<file path="config.mk">
export PLATFORM = sky130hd
export DESIGN_NAME = usm_sync_port
export DESIGN_NICKNAME = d
export VERILOG_FILES = /design/src/design/usm_pkg.sv /design/src/design/usm_brg_if.sv /design/src/design/usm_brg.sv /design/src/design/usm_sync_port.sv
export SDC_FILE = /design/constraint.sdc
export NUM_CORES = 1
export LEC_CHECK = 0
export BUFFER_PORTS_ARGS = -buffer_cell sky130_fd_sc_hd__buf_2
export CORE_ASPECT_RATIO = 0.5
export CORE_MARGIN = 2
export CORE_UTILIZATION = 50
export CTS_BUF_LIST = sky130_fd_sc_hd__clkbuf_2 sky130_fd_sc_hd__clkbuf_4 sky130_fd_sc_hd__clkbuf_8
export CTS_CLUSTER_SIZE = 14
export DETAILED_ROUTE_END_ITERATION = 8
export HOLD_SLACK_MARGIN = 0.12
export PLACE_DENSITY = 0.8
export SYNTH_ARGS = -nofsm -noshare
export SYNTH_HDL_FRONTEND = slang
export SYNTH_SLANG_ARGS = --single-unit
</file>
<file path="constraint.sdc">
create_clock -name aclk -period 3.65 [get_ports aclk]
set_clock_uncertainty 0.1 [all_clocks]
set_input_delay 0.365 -clock aclk [delete_from_list [all_inputs] [get_ports aclk]]
set_output_delay 0.365 -clock aclk [all_outputs]
set_load 0.01 [all_outputs]
</file>
<file path="src/design/usm_pkg.sv">
// constants, field layout and types of the synchronous serial port.
// assumes: a 32-bit AXI4-Lite register bus and 8-bit registers.
package usm_pkg;
	// ----------------------------------------
	// widths
	// ----------------------------------------
	localparam int         REG_W     = 8;
	localparam int         DIV_WIDTH = 16;
	localparam int         ADDR_W    = 8;
	localparam logic [3:0] BITS_8    = 4'h8;
	localparam logic [3:0] BITS_9    = 4'h9;
	localparam logic [3:0] BIT_LAST  = 4'h1;
	// ----------------------------------------
	// register byte offsets
	// ----------------------------------------
	localparam logic [7:0] OFF_RSC = 8'h00;
	localparam logic [7:0] OFF_TXB = 8'h04;
	localparam logic [7:0] OFF_TSC = 8'h08;
	localparam logic [7:0] OFF_BC  = 8'h0C;
	localparam logic [7:0] OFF_DVH = 8'h10;
	localparam logic [7:0] OFF_DVL = 8'h14;
	localparam logic [7:0] OFF_RXB = 8'h18;
	localparam logic [7:0] OFF_PFR = 8'h1C;
	localparam logic [7:0] OFF_PER = 8'h20;
	// ----------------------------------------
	// field positions
	// ----------------------------------------
	localparam int RSC_PORT_EN = 7;
	localparam int RSC_NINE    = 6;
	localparam int RSC_SINGLE  = 5;
	localparam int RSC_CONT    = 4;
	localparam int RSC_OVERRUN = 1;
	localparam int RSC_NINTH   = 0;
	localparam int TSC_CLK_SRC = 7;
	localparam int TSC_NINE    = 6;
	localparam int TSC_TX_EN   = 5;
	localparam int TSC_SYNC    = 4;
	localparam int TSC_HSPEED  = 2;
	localparam int TSC_SR_EMPT = 1;
	localparam int TSC_NINTH   = 0;
	localparam int BC_RX_IDLE  = 6;
	localparam int BC_POL      = 4;
	localparam int BC_WIDE     = 3;
	localparam int BC_WAKE     = 1;
	localparam int BC_AUTOBAUD = 0;
	localparam int PFR_RX_FLAG = 5;
	localparam int PFR_TX_FLAG = 4;
	// ----------------------------------------
	// bus answers and resets
	// ----------------------------------------
	localparam logic [1:0]  RESP_OKAY   = 2'h0;
	localparam logic [1:0]  RESP_SLVERR = 2'h2;
	localparam logic [7:0]  RST_BYTE    = 8'h00;
	localparam logic [15:0] RST_DIV     = 16'h0000;

	typedef enum logic [2:0] {
		ST_IDLE = 3'b001,
		ST_TX   = 3'b010,
		ST_RX   = 3'b100
	} usm_state_t;
endpackage

</file>
<file path="src/design/usm_brg_if.sv">
// carrier between the shift engine and the bit-rate generator.
// assumes: both ends run on the same clock.
`timescale 1ns/100ps
`default_nettype none
interface usm_brg_if #(parameter int DIV_W = 16);
	logic             en;
	logic [DIV_W-1:0] div;
	logic             tick;
	modport gen (input en, input div, output tick);
	modport use_ (output en, output div, input tick);
endinterface
`default_nettype wire

</file>
<file path="src/design/usm_brg.sv">
// bit-rate generator: one tick every div+1 enabled cycles.
// assumes: div is stable while en is high.
`timescale 1ns/100ps
`default_nettype none
module usm_brg import usm_pkg::*; #(
	parameter int DIV_W = DIV_WIDTH
) (
	// clock, reset and enable
	input wire logic aclk,
	input wire logic aresetn,
	input wire logic ce,
	// rate port
	usm_brg_if.gen   brg
);
	logic [DIV_W-1:0] cnt_reg;

	if (DIV_W < 2 * REG_W) begin : g_chk
		$error("divider narrower than two registers");
	end

	// ----------------------------------------
	// down counter
	// ----------------------------------------
	always_ff @(posedge aclk) begin
		if (!aresetn) begin
			cnt_reg <= '0;
		end else if (ce) begin
			if (!brg.en || cnt_reg == '0) begin
				cnt_reg <= brg.div;
			end else begin
				cnt_reg <= cnt_reg - 1'b1;
			end
		end
	end

	assign brg.tick = ce & brg.en & (cnt_reg == '0);
endmodule
`default_nettype wire

</file>
<file path="src/design/usm_sync_port.sv">
// synchronous master/slave serial port with AXI4-Lite registers.
// assumes: pins ck/dt resolved outside from the enables; ck and dt
// arrive asynchronous to aclk.
// Functional notes
// software slows rate 9/13 for break
// wake-up: two transitions, flag, then byte
// software may request auto-baud after break
// clock-source bit selects master operation
// half-duplex: transmit and receive exclude each other
// sync plus port enable claim clock/data pins
// master drives shift clock on clock line
// polarity bit sets clock idle level
// reload shift register right after last bit
// load takes one cycle, flag sets
// transmit flag clears only on buffer write
// shift-empty bit readable, no interrupt
// software setup order for master transmit
// ninth transmit bit sent as bit nine
// single or continuous enable starts reception
// data sampled on falling shift clock edge
// single takes one word, continuous governs
// word done sets flag, enable gates request
// software clears both enables before reception
// software reads status before buffer, clears errors
// clock-source clear selects slave, external clock
// slave runs purely from external clock
// wake-up bit suspends reception, awaits fall
// master rate from 8/16-bit divider
// lsb first, eight or nine bits
`timescale 1ns/100ps
`default_nettype none
module usm_sync_port import usm_pkg::*; (
	// clock, reset, enable
	input  wire logic        aclk,
	input  wire logic        aresetn,
	input  wire logic        ce,
	// axi4-lite write
	input  wire logic [7:0]  awaddr,
	input  wire logic        awvalid,
	output logic             awready,
	input  wire logic [31:0] wdata,
	input  wire logic [3:0]  wstrb,
	input  wire logic        wvalid,
	output logic             wready,
	output logic [1:0]       bresp,
	output logic             bvalid,
	input  wire logic        bready,
	// axi4-lite read
	input  wire logic [7:0]  araddr,
	input  wire logic        arvalid,
	output logic             arready,
	output logic [31:0]      rdata,
	output logic [1:0]       rresp,
	output logic             rvalid,
	input  wire logic        rready,
	// shift clock pin
	input  wire logic        ck_in,
	output logic             ck_out,
	output logic             ck_oe,
	// serial data pin
	input  wire logic        dt_in,
	output logic             dt_out,
	output logic             dt_oe,
	// requests
	output logic             rx_irq,
	output logic             tx_irq
);
	usm_state_t  state_reg;
	logic        port_en_reg, nine_rx_reg, single_reg, cont_reg;
	logic        overrun_reg, ninth_rx_reg, clk_src_reg, nine_tx_reg;
	logic        tx_en_reg, sync_reg, hspeed_reg, ninth_tx_reg;
	logic        pol_reg, wide_reg, wake_reg, autobaud_reg;
	logic        wake_seen_reg, txfull_reg, rxflag_reg;
	logic        tx_ie_reg, rx_ie_reg, phase_reg, ck_d_reg, dt_d_reg;
	logic [7:0]  div_hi_reg, div_lo_reg, txbuf_reg, rxbuf_reg;
	logic [8:0]  tsr_reg, rsr_reg, rsr_next;
	logic [3:0]  cnt_reg;
	logic [1:0]  ck_sync_reg, dt_sync_reg;
	logic        wr, rd, active, master, ck_i, dt_s, fall;
	logic        tx_go, rx_go, rx_on, tx_done, rx_done, tx_flag;
	logic        dt_fall, dt_rise, wake_ev;
	logic [15:0] base_div;
	logic [3:0]  nbits;

	usm_brg_if #(.DIV_W(DIV_WIDTH)) brg ();
	usm_brg #(.DIV_W(DIV_WIDTH)) u_brg (
		.aclk    (aclk),
		.aresetn (aresetn),
		.ce      (ce),
		.brg     (brg.gen)
	);

	// ----------------------------------------
	// bus handshake
	// ----------------------------------------
	assign awready = ce & awvalid & wvalid & ~bvalid;
	assign wready  = awready;
	assign arready = ce & ~rvalid;
	assign wr      = awready & wstrb[0];
	assign rd      = arvalid & arready;

	always_ff @(posedge aclk) begin
		if (!aresetn) begin
			bvalid <= 1'b0;
			bresp  <= RESP_OKAY;
		end else if (ce) begin
			if (awready) begin
				bvalid <= 1'b1;
				bresp  <= (awaddr > OFF_PER || awaddr[1:0] != 2'h0) ? RESP_SLVERR : RESP_OKAY;
			end else if (bready) begin
				bvalid <= 1'b0;
			end
		end
	end

	always_ff @(posedge aclk) begin
		if (!aresetn) begin
			rvalid <= 1'b0;
			rresp  <= RESP_OKAY;
			rdata  <= '0;
		end else if (ce) begin
			if (rd) begin
				rvalid <= 1'b1;
				rresp  <= RESP_OKAY;
				rdata  <= '0;
				case (araddr)
				OFF_RSC: rdata[7:0] <= {port_en_reg, nine_rx_reg, single_reg, cont_reg,
					2'h0, overrun_reg, ninth_rx_reg};
				OFF_TXB: rdata[7:0] <= txbuf_reg;
				OFF_TSC: rdata[7:0] <= {clk_src_reg, nine_tx_reg, tx_en_reg, sync_reg,
					1'b0, hspeed_reg, state_reg != ST_TX, ninth_tx_reg};
				OFF_BC:  rdata[7:0] <= {1'b0, state_reg != ST_RX, 1'b0, pol_reg, wide_reg,
					1'b0, wake_reg, autobaud_reg};
				OFF_DVH: rdata[7:0] <= div_hi_reg;
				OFF_DVL: rdata[7:0] <= div_lo_reg;
				OFF_RXB: rdata[7:0] <= rxbuf_reg;
				OFF_PFR: rdata[7:0] <= {2'h0, rxflag_reg, tx_flag, 4'h0};
				OFF_PER: rdata[7:0] <= {2'h0, rx_ie_reg, tx_ie_reg, 4'h0};
				default: rresp <= RESP_SLVERR;
				endcase
			end else if (rready) begin
				rvalid <= 1'b0;
			end
		end
	end

	// ----------------------------------------
	// configuration registers
	// ----------------------------------------
	always_ff @(posedge aclk) begin
		if (!aresetn) begin
			{port_en_reg, nine_rx_reg, cont_reg, clk_src_reg, nine_tx_reg} <= 5'h00;
			{tx_en_reg, sync_reg, hspeed_reg, ninth_tx_reg} <= 4'h0;
			{pol_reg, wide_reg, autobaud_reg, tx_ie_reg, rx_ie_reg} <= 5'h00;
			{div_hi_reg, div_lo_reg} <= RST_DIV;
		end else if (ce && wr) begin
			case (awaddr)
			OFF_RSC: begin
				port_en_reg <= wdata[RSC_PORT_EN];
				nine_rx_reg <= wdata[RSC_NINE];
				cont_reg    <= wdata[RSC_CONT];
			end
			OFF_TSC: begin
				clk_src_reg  <= wdata[TSC_CLK_SRC];
				nine_tx_reg  <= wdata[TSC_NINE];
				tx_en_reg    <= wdata[TSC_TX_EN];
				sync_reg     <= wdata[TSC_SYNC];
				hspeed_reg   <= wdata[TSC_HSPEED];
				ninth_tx_reg <= wdata[TSC_NINTH];
			end
			OFF_BC: begin
				pol_reg      <= wdata[BC_POL];
				wide_reg     <= wdata[BC_WIDE];
				autobaud_reg <= wdata[BC_AUTOBAUD];
			end
			OFF_DVH: div_hi_reg <= wdata[7:0];
			OFF_DVL: div_lo_reg <= wdata[7:0];
			OFF_PER: begin
				rx_ie_reg <= wdata[PFR_RX_FLAG];
				tx_ie_reg <= wdata[PFR_TX_FLAG];
			end
			default: ;
			endcase
		end
	end

	// single enable: software sets, hardware drops after one word unless continuous is set
	always_ff @(posedge aclk) begin
		if (!aresetn) begin
			single_reg <= 1'b0;
		end else if (ce) begin
			if (wr && awaddr == OFF_RSC) begin
				single_reg <= wdata[RSC_SINGLE];
			end else if (rx_done && !cont_reg) begin
				single_reg <= 1'b0;
			end
		end
	end

	// ----------------------------------------
	// pin synchronisers
	// ----------------------------------------
	always_ff @(posedge aclk) begin
		if (!aresetn) begin
			ck_sync_reg <= 2'h0;
			dt_sync_reg <= 2'h0;
			ck_d_reg    <= 1'b0;
			dt_d_reg    <= 1'b0;
		end else if (ce) begin
			ck_sync_reg <= {ck_sync_reg[0], ck_in};
			dt_sync_reg <= {dt_sync_reg[0], dt_in};
			ck_d_reg    <= ck_i;
			dt_d_reg    <= dt_s;
		end
	end

	assign ck_i    = ck_sync_reg[1] ^ pol_reg;
	assign dt_s    = dt_sync_reg[1];
	assign dt_fall = ce & dt_d_reg & ~dt_s;
	assign dt_rise = ce & ~dt_d_reg & dt_s;

	// ----------------------------------------
	// shift clock
	// ----------------------------------------
	assign active   = port_en_reg & sync_reg;
	assign master   = clk_src_reg;
	// low-speed count (8-bit, or low 14 bits of the 16-bit) stretched by four, a trade for slower slaves
	assign base_div = wide_reg ? {div_hi_reg, div_lo_reg} : {8'h00, div_lo_reg};
	assign brg.div  = hspeed_reg ? base_div : {base_div[13:0], 2'h3};
	assign brg.en   = active & master & (state_reg != ST_IDLE);
	// slave edges come only from the pin, so no internal rate is needed
	assign fall = master ? brg.tick & phase_reg : ce & ~ck_i & ck_d_reg;

	always_ff @(posedge aclk) begin
		if (!aresetn) begin
			phase_reg <= 1'b0;
		end else if (ce) begin
			if (state_reg == ST_IDLE || !master) begin
				phase_reg <= 1'b0;
			end else if (brg.tick) begin
				phase_reg <= ~phase_reg;
			end
		end
	end

	assign ck_oe  = active & master;
	assign ck_out = phase_reg ^ pol_reg;

	// ----------------------------------------
	// sequencer
	// ----------------------------------------
	assign nbits   = nine_tx_reg ? BITS_9 : BITS_8;
	assign rx_on   = single_reg | cont_reg;
	assign tx_go   = ce & active & tx_en_reg & txfull_reg & ~wake_reg
		& (state_reg == ST_IDLE);
	assign rx_go   = ce & active & rx_on & ~wake_reg & ~tx_go
		& (state_reg == ST_IDLE);
	assign tx_done = fall & (state_reg == ST_TX) & (cnt_reg == BIT_LAST);
	assign rx_done = fall & (state_reg == ST_RX) & rx_on & (cnt_reg == BIT_LAST);
	assign rsr_next = {dt_s, rsr_reg[8:1]};

	always_ff @(posedge aclk) begin
		if (!aresetn) begin
			state_reg <= ST_IDLE;
			cnt_reg   <= '0;
			tsr_reg   <= '0;
			rsr_reg   <= '0;
		end else if (ce) begin
			case (state_reg)
			ST_IDLE: begin
				if (tx_go) begin
					state_reg <= ST_TX;
					tsr_reg   <= {ninth_tx_reg, txbuf_reg};
					cnt_reg   <= nbits;
				end else if (rx_go) begin
					state_reg <= ST_RX;
					cnt_reg   <= nine_rx_reg ? BITS_9 : BITS_8;
				end
			end
			ST_TX: begin
				if (!active) begin
					state_reg <= ST_IDLE;
				end else if (fall) begin
					tsr_reg <= {1'b0, tsr_reg[8:1]};
					cnt_reg <= cnt_reg - 1'b1;
					if (tx_done) begin
						state_reg <= ST_IDLE;
					end
				end
			end
			ST_RX: begin
				if (!active || !rx_on) begin
					state_reg <= ST_IDLE;
				end else if (fall) begin
					rsr_reg <= rsr_next;
					cnt_reg <= cnt_reg - 1'b1;
					if (rx_done) begin
						state_reg <= ST_IDLE;
					end
				end
			end
			default: state_reg <= ST_IDLE;
			endcase
		end
	end

	assign dt_oe  = active & (state_reg == ST_TX);
	assign dt_out = tsr_reg[0];

	// ----------------------------------------
	// transmit buffer and flag
	// ----------------------------------------
	// a write in the load cycle wins, so the new word is kept
	always_ff @(posedge aclk) begin
		if (!aresetn) begin
			txbuf_reg  <= RST_BYTE;
			txfull_reg <= 1'b0;
		end else if (ce) begin
			if (wr && awaddr == OFF_TXB) begin
				txbuf_reg  <= wdata[7:0];
				txfull_reg <= 1'b1;
			end else if (tx_go) begin
				txfull_reg <= 1'b0;
			end
		end
	end

	assign tx_flag = ~txfull_reg;
	assign tx_irq  = tx_flag & tx_ie_reg;

	// ----------------------------------------
	// receive buffer, flag, errors
	// ----------------------------------------
	assign wake_ev = wake_reg & ~wake_seen_reg & dt_fall;

	always_ff @(posedge aclk) begin
		if (!aresetn) begin
			rxbuf_reg    <= RST_BYTE;
			ninth_rx_reg <= 1'b0;
			rxflag_reg   <= 1'b0;
			overrun_reg  <= 1'b0;
		end else if (ce) begin
			if (rx_done) begin
				rxbuf_reg    <= nine_rx_reg ? rsr_next[7:0] : rsr_next[8:1];
				ninth_rx_reg <= nine_rx_reg & rsr_next[8];
			end
			// hardware set wins over the read that clears
			if (rx_done || wake_ev) begin
				rxflag_reg <= 1'b1;
			end else if (rd && araddr == OFF_RXB) begin
				rxflag_reg <= 1'b0;
			end
			if (rx_done && rxflag_reg && !(rd && araddr == OFF_RXB)) begin
				overrun_reg <= 1'b1;
			end else if (wr && awaddr == OFF_RSC && !wdata[RSC_CONT]) begin
				overrun_reg <= 1'b0;
			end
		end
	end

	assign rx_irq = rxflag_reg & rx_ie_reg;

	// ----------------------------------------
	// wake-up watch
	// ----------------------------------------
	always_ff @(posedge aclk) begin
		if (!aresetn) begin
			wake_reg      <= 1'b0;
			wake_seen_reg <= 1'b0;
		end else if (ce) begin
			if (wr && awaddr == OFF_BC && wdata[BC_WAKE]) begin
				wake_reg      <= 1'b1;
				wake_seen_reg <= 1'b0;
			end else if (wake_ev) begin
				wake_seen_reg <= 1'b1;
			end else if (wake_seen_reg && dt_rise) begin
				wake_reg      <= 1'b0;
				wake_seen_reg <= 1'b0;
			end else if (wr && awaddr == OFF_BC) begin
				wake_reg <= 1'b0;
			end
		end
	end
endmodule
`default_nettype wire

</file>
==> qor.yml <==
status: "completed"
layout.nets: 800
core_um2: 11700
wl_per_cell_um: 16.9
syn_area_per_cell_um2: 8.46
worst_setup_path_end_kind: "flop"
setup_violations: 0
crit_type: "reg -> reg"
dieArea_um2: 12800
synth_simple_gate_area_share_pct: 22.1
tightest_slew_ns: 0.958
slew_headroom_pct: 35.6
ys_ff_latch: 112
fin_area_um2: 6460
globalplace.congestion: 0.923
setup_tns_ns: 0
grt_start_max_net_pins: 62
worstPathArrival_ns: 2.92
ys_types: 72
core.rowCount: 28
seq_area_um2: 2240
async_flop_share_pct: 0
dpl.hpwl_mm: 10.8
ys.flop_type: "dfxtp_1"
synthAdderAreaFrac_pct: 0.844
grt-ovfl-total: 0
grt_antenna_before_repair: 0
cts_setup_buffers: 0
die_w_um: 158
cts_sinks: 112
clk_latency_ns: 0.40
min-delay-path-class: "in -> reg"
postCtsHoldBufs: 2
path_clk_slew_ns: 0.11
largest_register_ffs: 16
hold_viol: 0
numCtsBuffers: 9
synthMuxAreaShare_pct: 13.1
cts_tree: "built"
grt_usage_pct: 24.7
fin_crit_ns: 2.72
synth_edf_count: 0
syn_area_um2: 5930
drcViolationCount: 0
synth_xor_area_share_pct: 0.295
place_area_um2: 6220
crit_start: "u_brg.cnt_reg[0]"
die_h_um: 81.0
portBuffers: 55
cap_violations: 0
postSynthCellCount: 701
ant_nets: 0
cts_root_buf: "clkbuf_8"
min_from: "rready"
cts_resized: 0
synth-compound-area-share_pct: 18.6
drv_slew: 0
seq_area_frac_synth_pct: 37.8
vias: 5325
routed_via_density: 5.89
final_core_util_pct: 55.2
peakVddDrop_v: 0.000183
drive_gt1_share_pct: 16.0
grt_pass1_vias: 4884
startpoint_type: "flop"
routed_wl_mm: 15.3
drt_iter0_markers: 469
yosys_warnings: 0
start_util_pct: 50.7
area_delta_synth_final_pct: 8.84
ctsLongestPathBuffers: 2
grt_pass1_wl_mm: 24.8
rsz0062_at_grt: "false"
drt_first_pass_iters: 5
synth_top_family_by_area: "simple AND/OR/NAND/NOR gates"
leakage_uw: 0.00252
power.density_nw_per_um2: 348
r2r-start: "u_brg.cnt_reg[0]"
io_pins: 109
n_fill_cell: 1057
cp.required_ns: 3.85
worstPathMaxFanout: 17
multi_input_area_um2: 3360
diodes: 0
finalCritPeriodShare_pct: 74.5
cts.htree.levels: 3
fmax_mhz: 368
## power breakdown
part	internal (uW)	total, uW	switching (uW)
clock	343	822	480
combinational	59.1	185	126
sequential	1230	1240	10.3
total	1630	2250	616
## path summary, 6_finish.rpt
path	end	slack, ns	cells after the start
setup / recovery	tsr_reg[0]	0.93	8
hold / removal	rvalid	0.14	4
setup reg to reg	tsr_reg[0]	0.93	8
hold reg to reg	rdata[0]	0.37	2
## Yosys cell counts, types with 6 or more instances
cell type  number  share of area, %
dfxtp_1       112                38
nor2_1         88               5.6
mux2i_1        63                11
nand2_1        62               3.9
a21oi_1        45               3.8
o21ai_0        41               3.5
clkbuf_1       33               2.1
buf_4          27               3.4
nand3_1        25               2.1
nor3_1         14               1.2
mux2_2         13               2.5
inv_1          12              0.76
a211oi_1       11               1.4
a31oi_1        10               1.1
and3_1          9              0.95
a311oi_1        8               1.2
and2_1          8              0.84
buf_2           7              0.59
a22oi_1         6              0.76
nor3b_1         6              0.76
nor4_1          6              0.63
## per-stage QoR
stage | cells | total power [uW] | hold slack [ns] | worst slack (ns)
finish | 904 | 2250 | 0.139 | 0.931
floorplan | 726 | 1400 | 0.328 | 1.43
detailed placement | 886 | 1450 | 0.348 | 0.967
global placement | 886 | 1450 | 0.339 | 1.05
global route | 904 | 2330 | 0.156 | 0.685
CTS | 904 | 2260 | 0.129 | 0.940
## logic make-up (layout without fill, tap and decap cells)
family / after synthesis / in the layout
AND/OR/NAND/NOR: 258 / 258
AO/OA/AOI/OAI: 166 / 166
flip-flops: 112 / 112
buffers and inverters: 82 / 95
multiplexers: 76 / 76
adder cells (fa/ha/maj): 4 / 4
XOR/XNOR: 2 / 2
other: 1 / 26
## metal layers
| layer | up-vias | GRT usage [%] | wire, um |
|---|---|---|---|
| met5 | - | 0 | 0 |
| met4 | 0 | 8.02 | 274 |
| met3 | 27 | 4.70 | 1090 |
| met2 | 195 | 41.9 | 7180 |
| met1 | 2542 | 32.2 | 6740 |
| li1 | 2561 | - | - |
## final cells by class
| type | instances | share of cell area (%) |
|---|---|---|
| Inverter | 12 | 0.698 |
| Clock buffer | 9 | 1.92 |
| Sequential cell | 112 | 34.7 |
| Tap cell | 165 | 3.20 |
| Clock inverter | 7 | 1.51 |
| Timing Repair Buffer | 67 | 5.93 |
| Multi-Input combinational cell | 532 | 52.0 |
## placed cells by master, fill, tap and decap left out, drive strengths merged, types with 3 or more instances in the layout
master	synthesis	routed
or4	5	5
conb	1	26
nor4b	3	3
a311oi	9	9
inv	12	17
nand4	4	4
a21oi	45	45
a211oi	11	11
a222oi	4	4
mux2	13	13
a22oi	6	6
a21o	3	3
o22ai	5	5
o31ai	4	4
and3	9	9
nand2	63	63
nand4b	5	5
nor2b	4	4
a22o	3	3
o21ai	42	42
and2	8	8
ha	4	4
nor3b	7	7
dfxtp	112	112
nand3	25	25
nor3	16	16
nor2	89	89
a31oi	10	10
nor4	10	10
a221oi	4	4
buf	37	65
mux2i	63	63
clkbuf	33	9
o221a	4	4
## critical path, stage by stage, from the launching register on
cell,delay (ns)
dfxtp_1,0.35
inv_1,0.10
ha_1,0.16
nor4b_1,0.31
nand4_2,0.29
o21a_4,0.34
o31ai_4,0.60
nor2_1,0.09
a311oi_1,0.27
(Power assumes the default switching activity.)
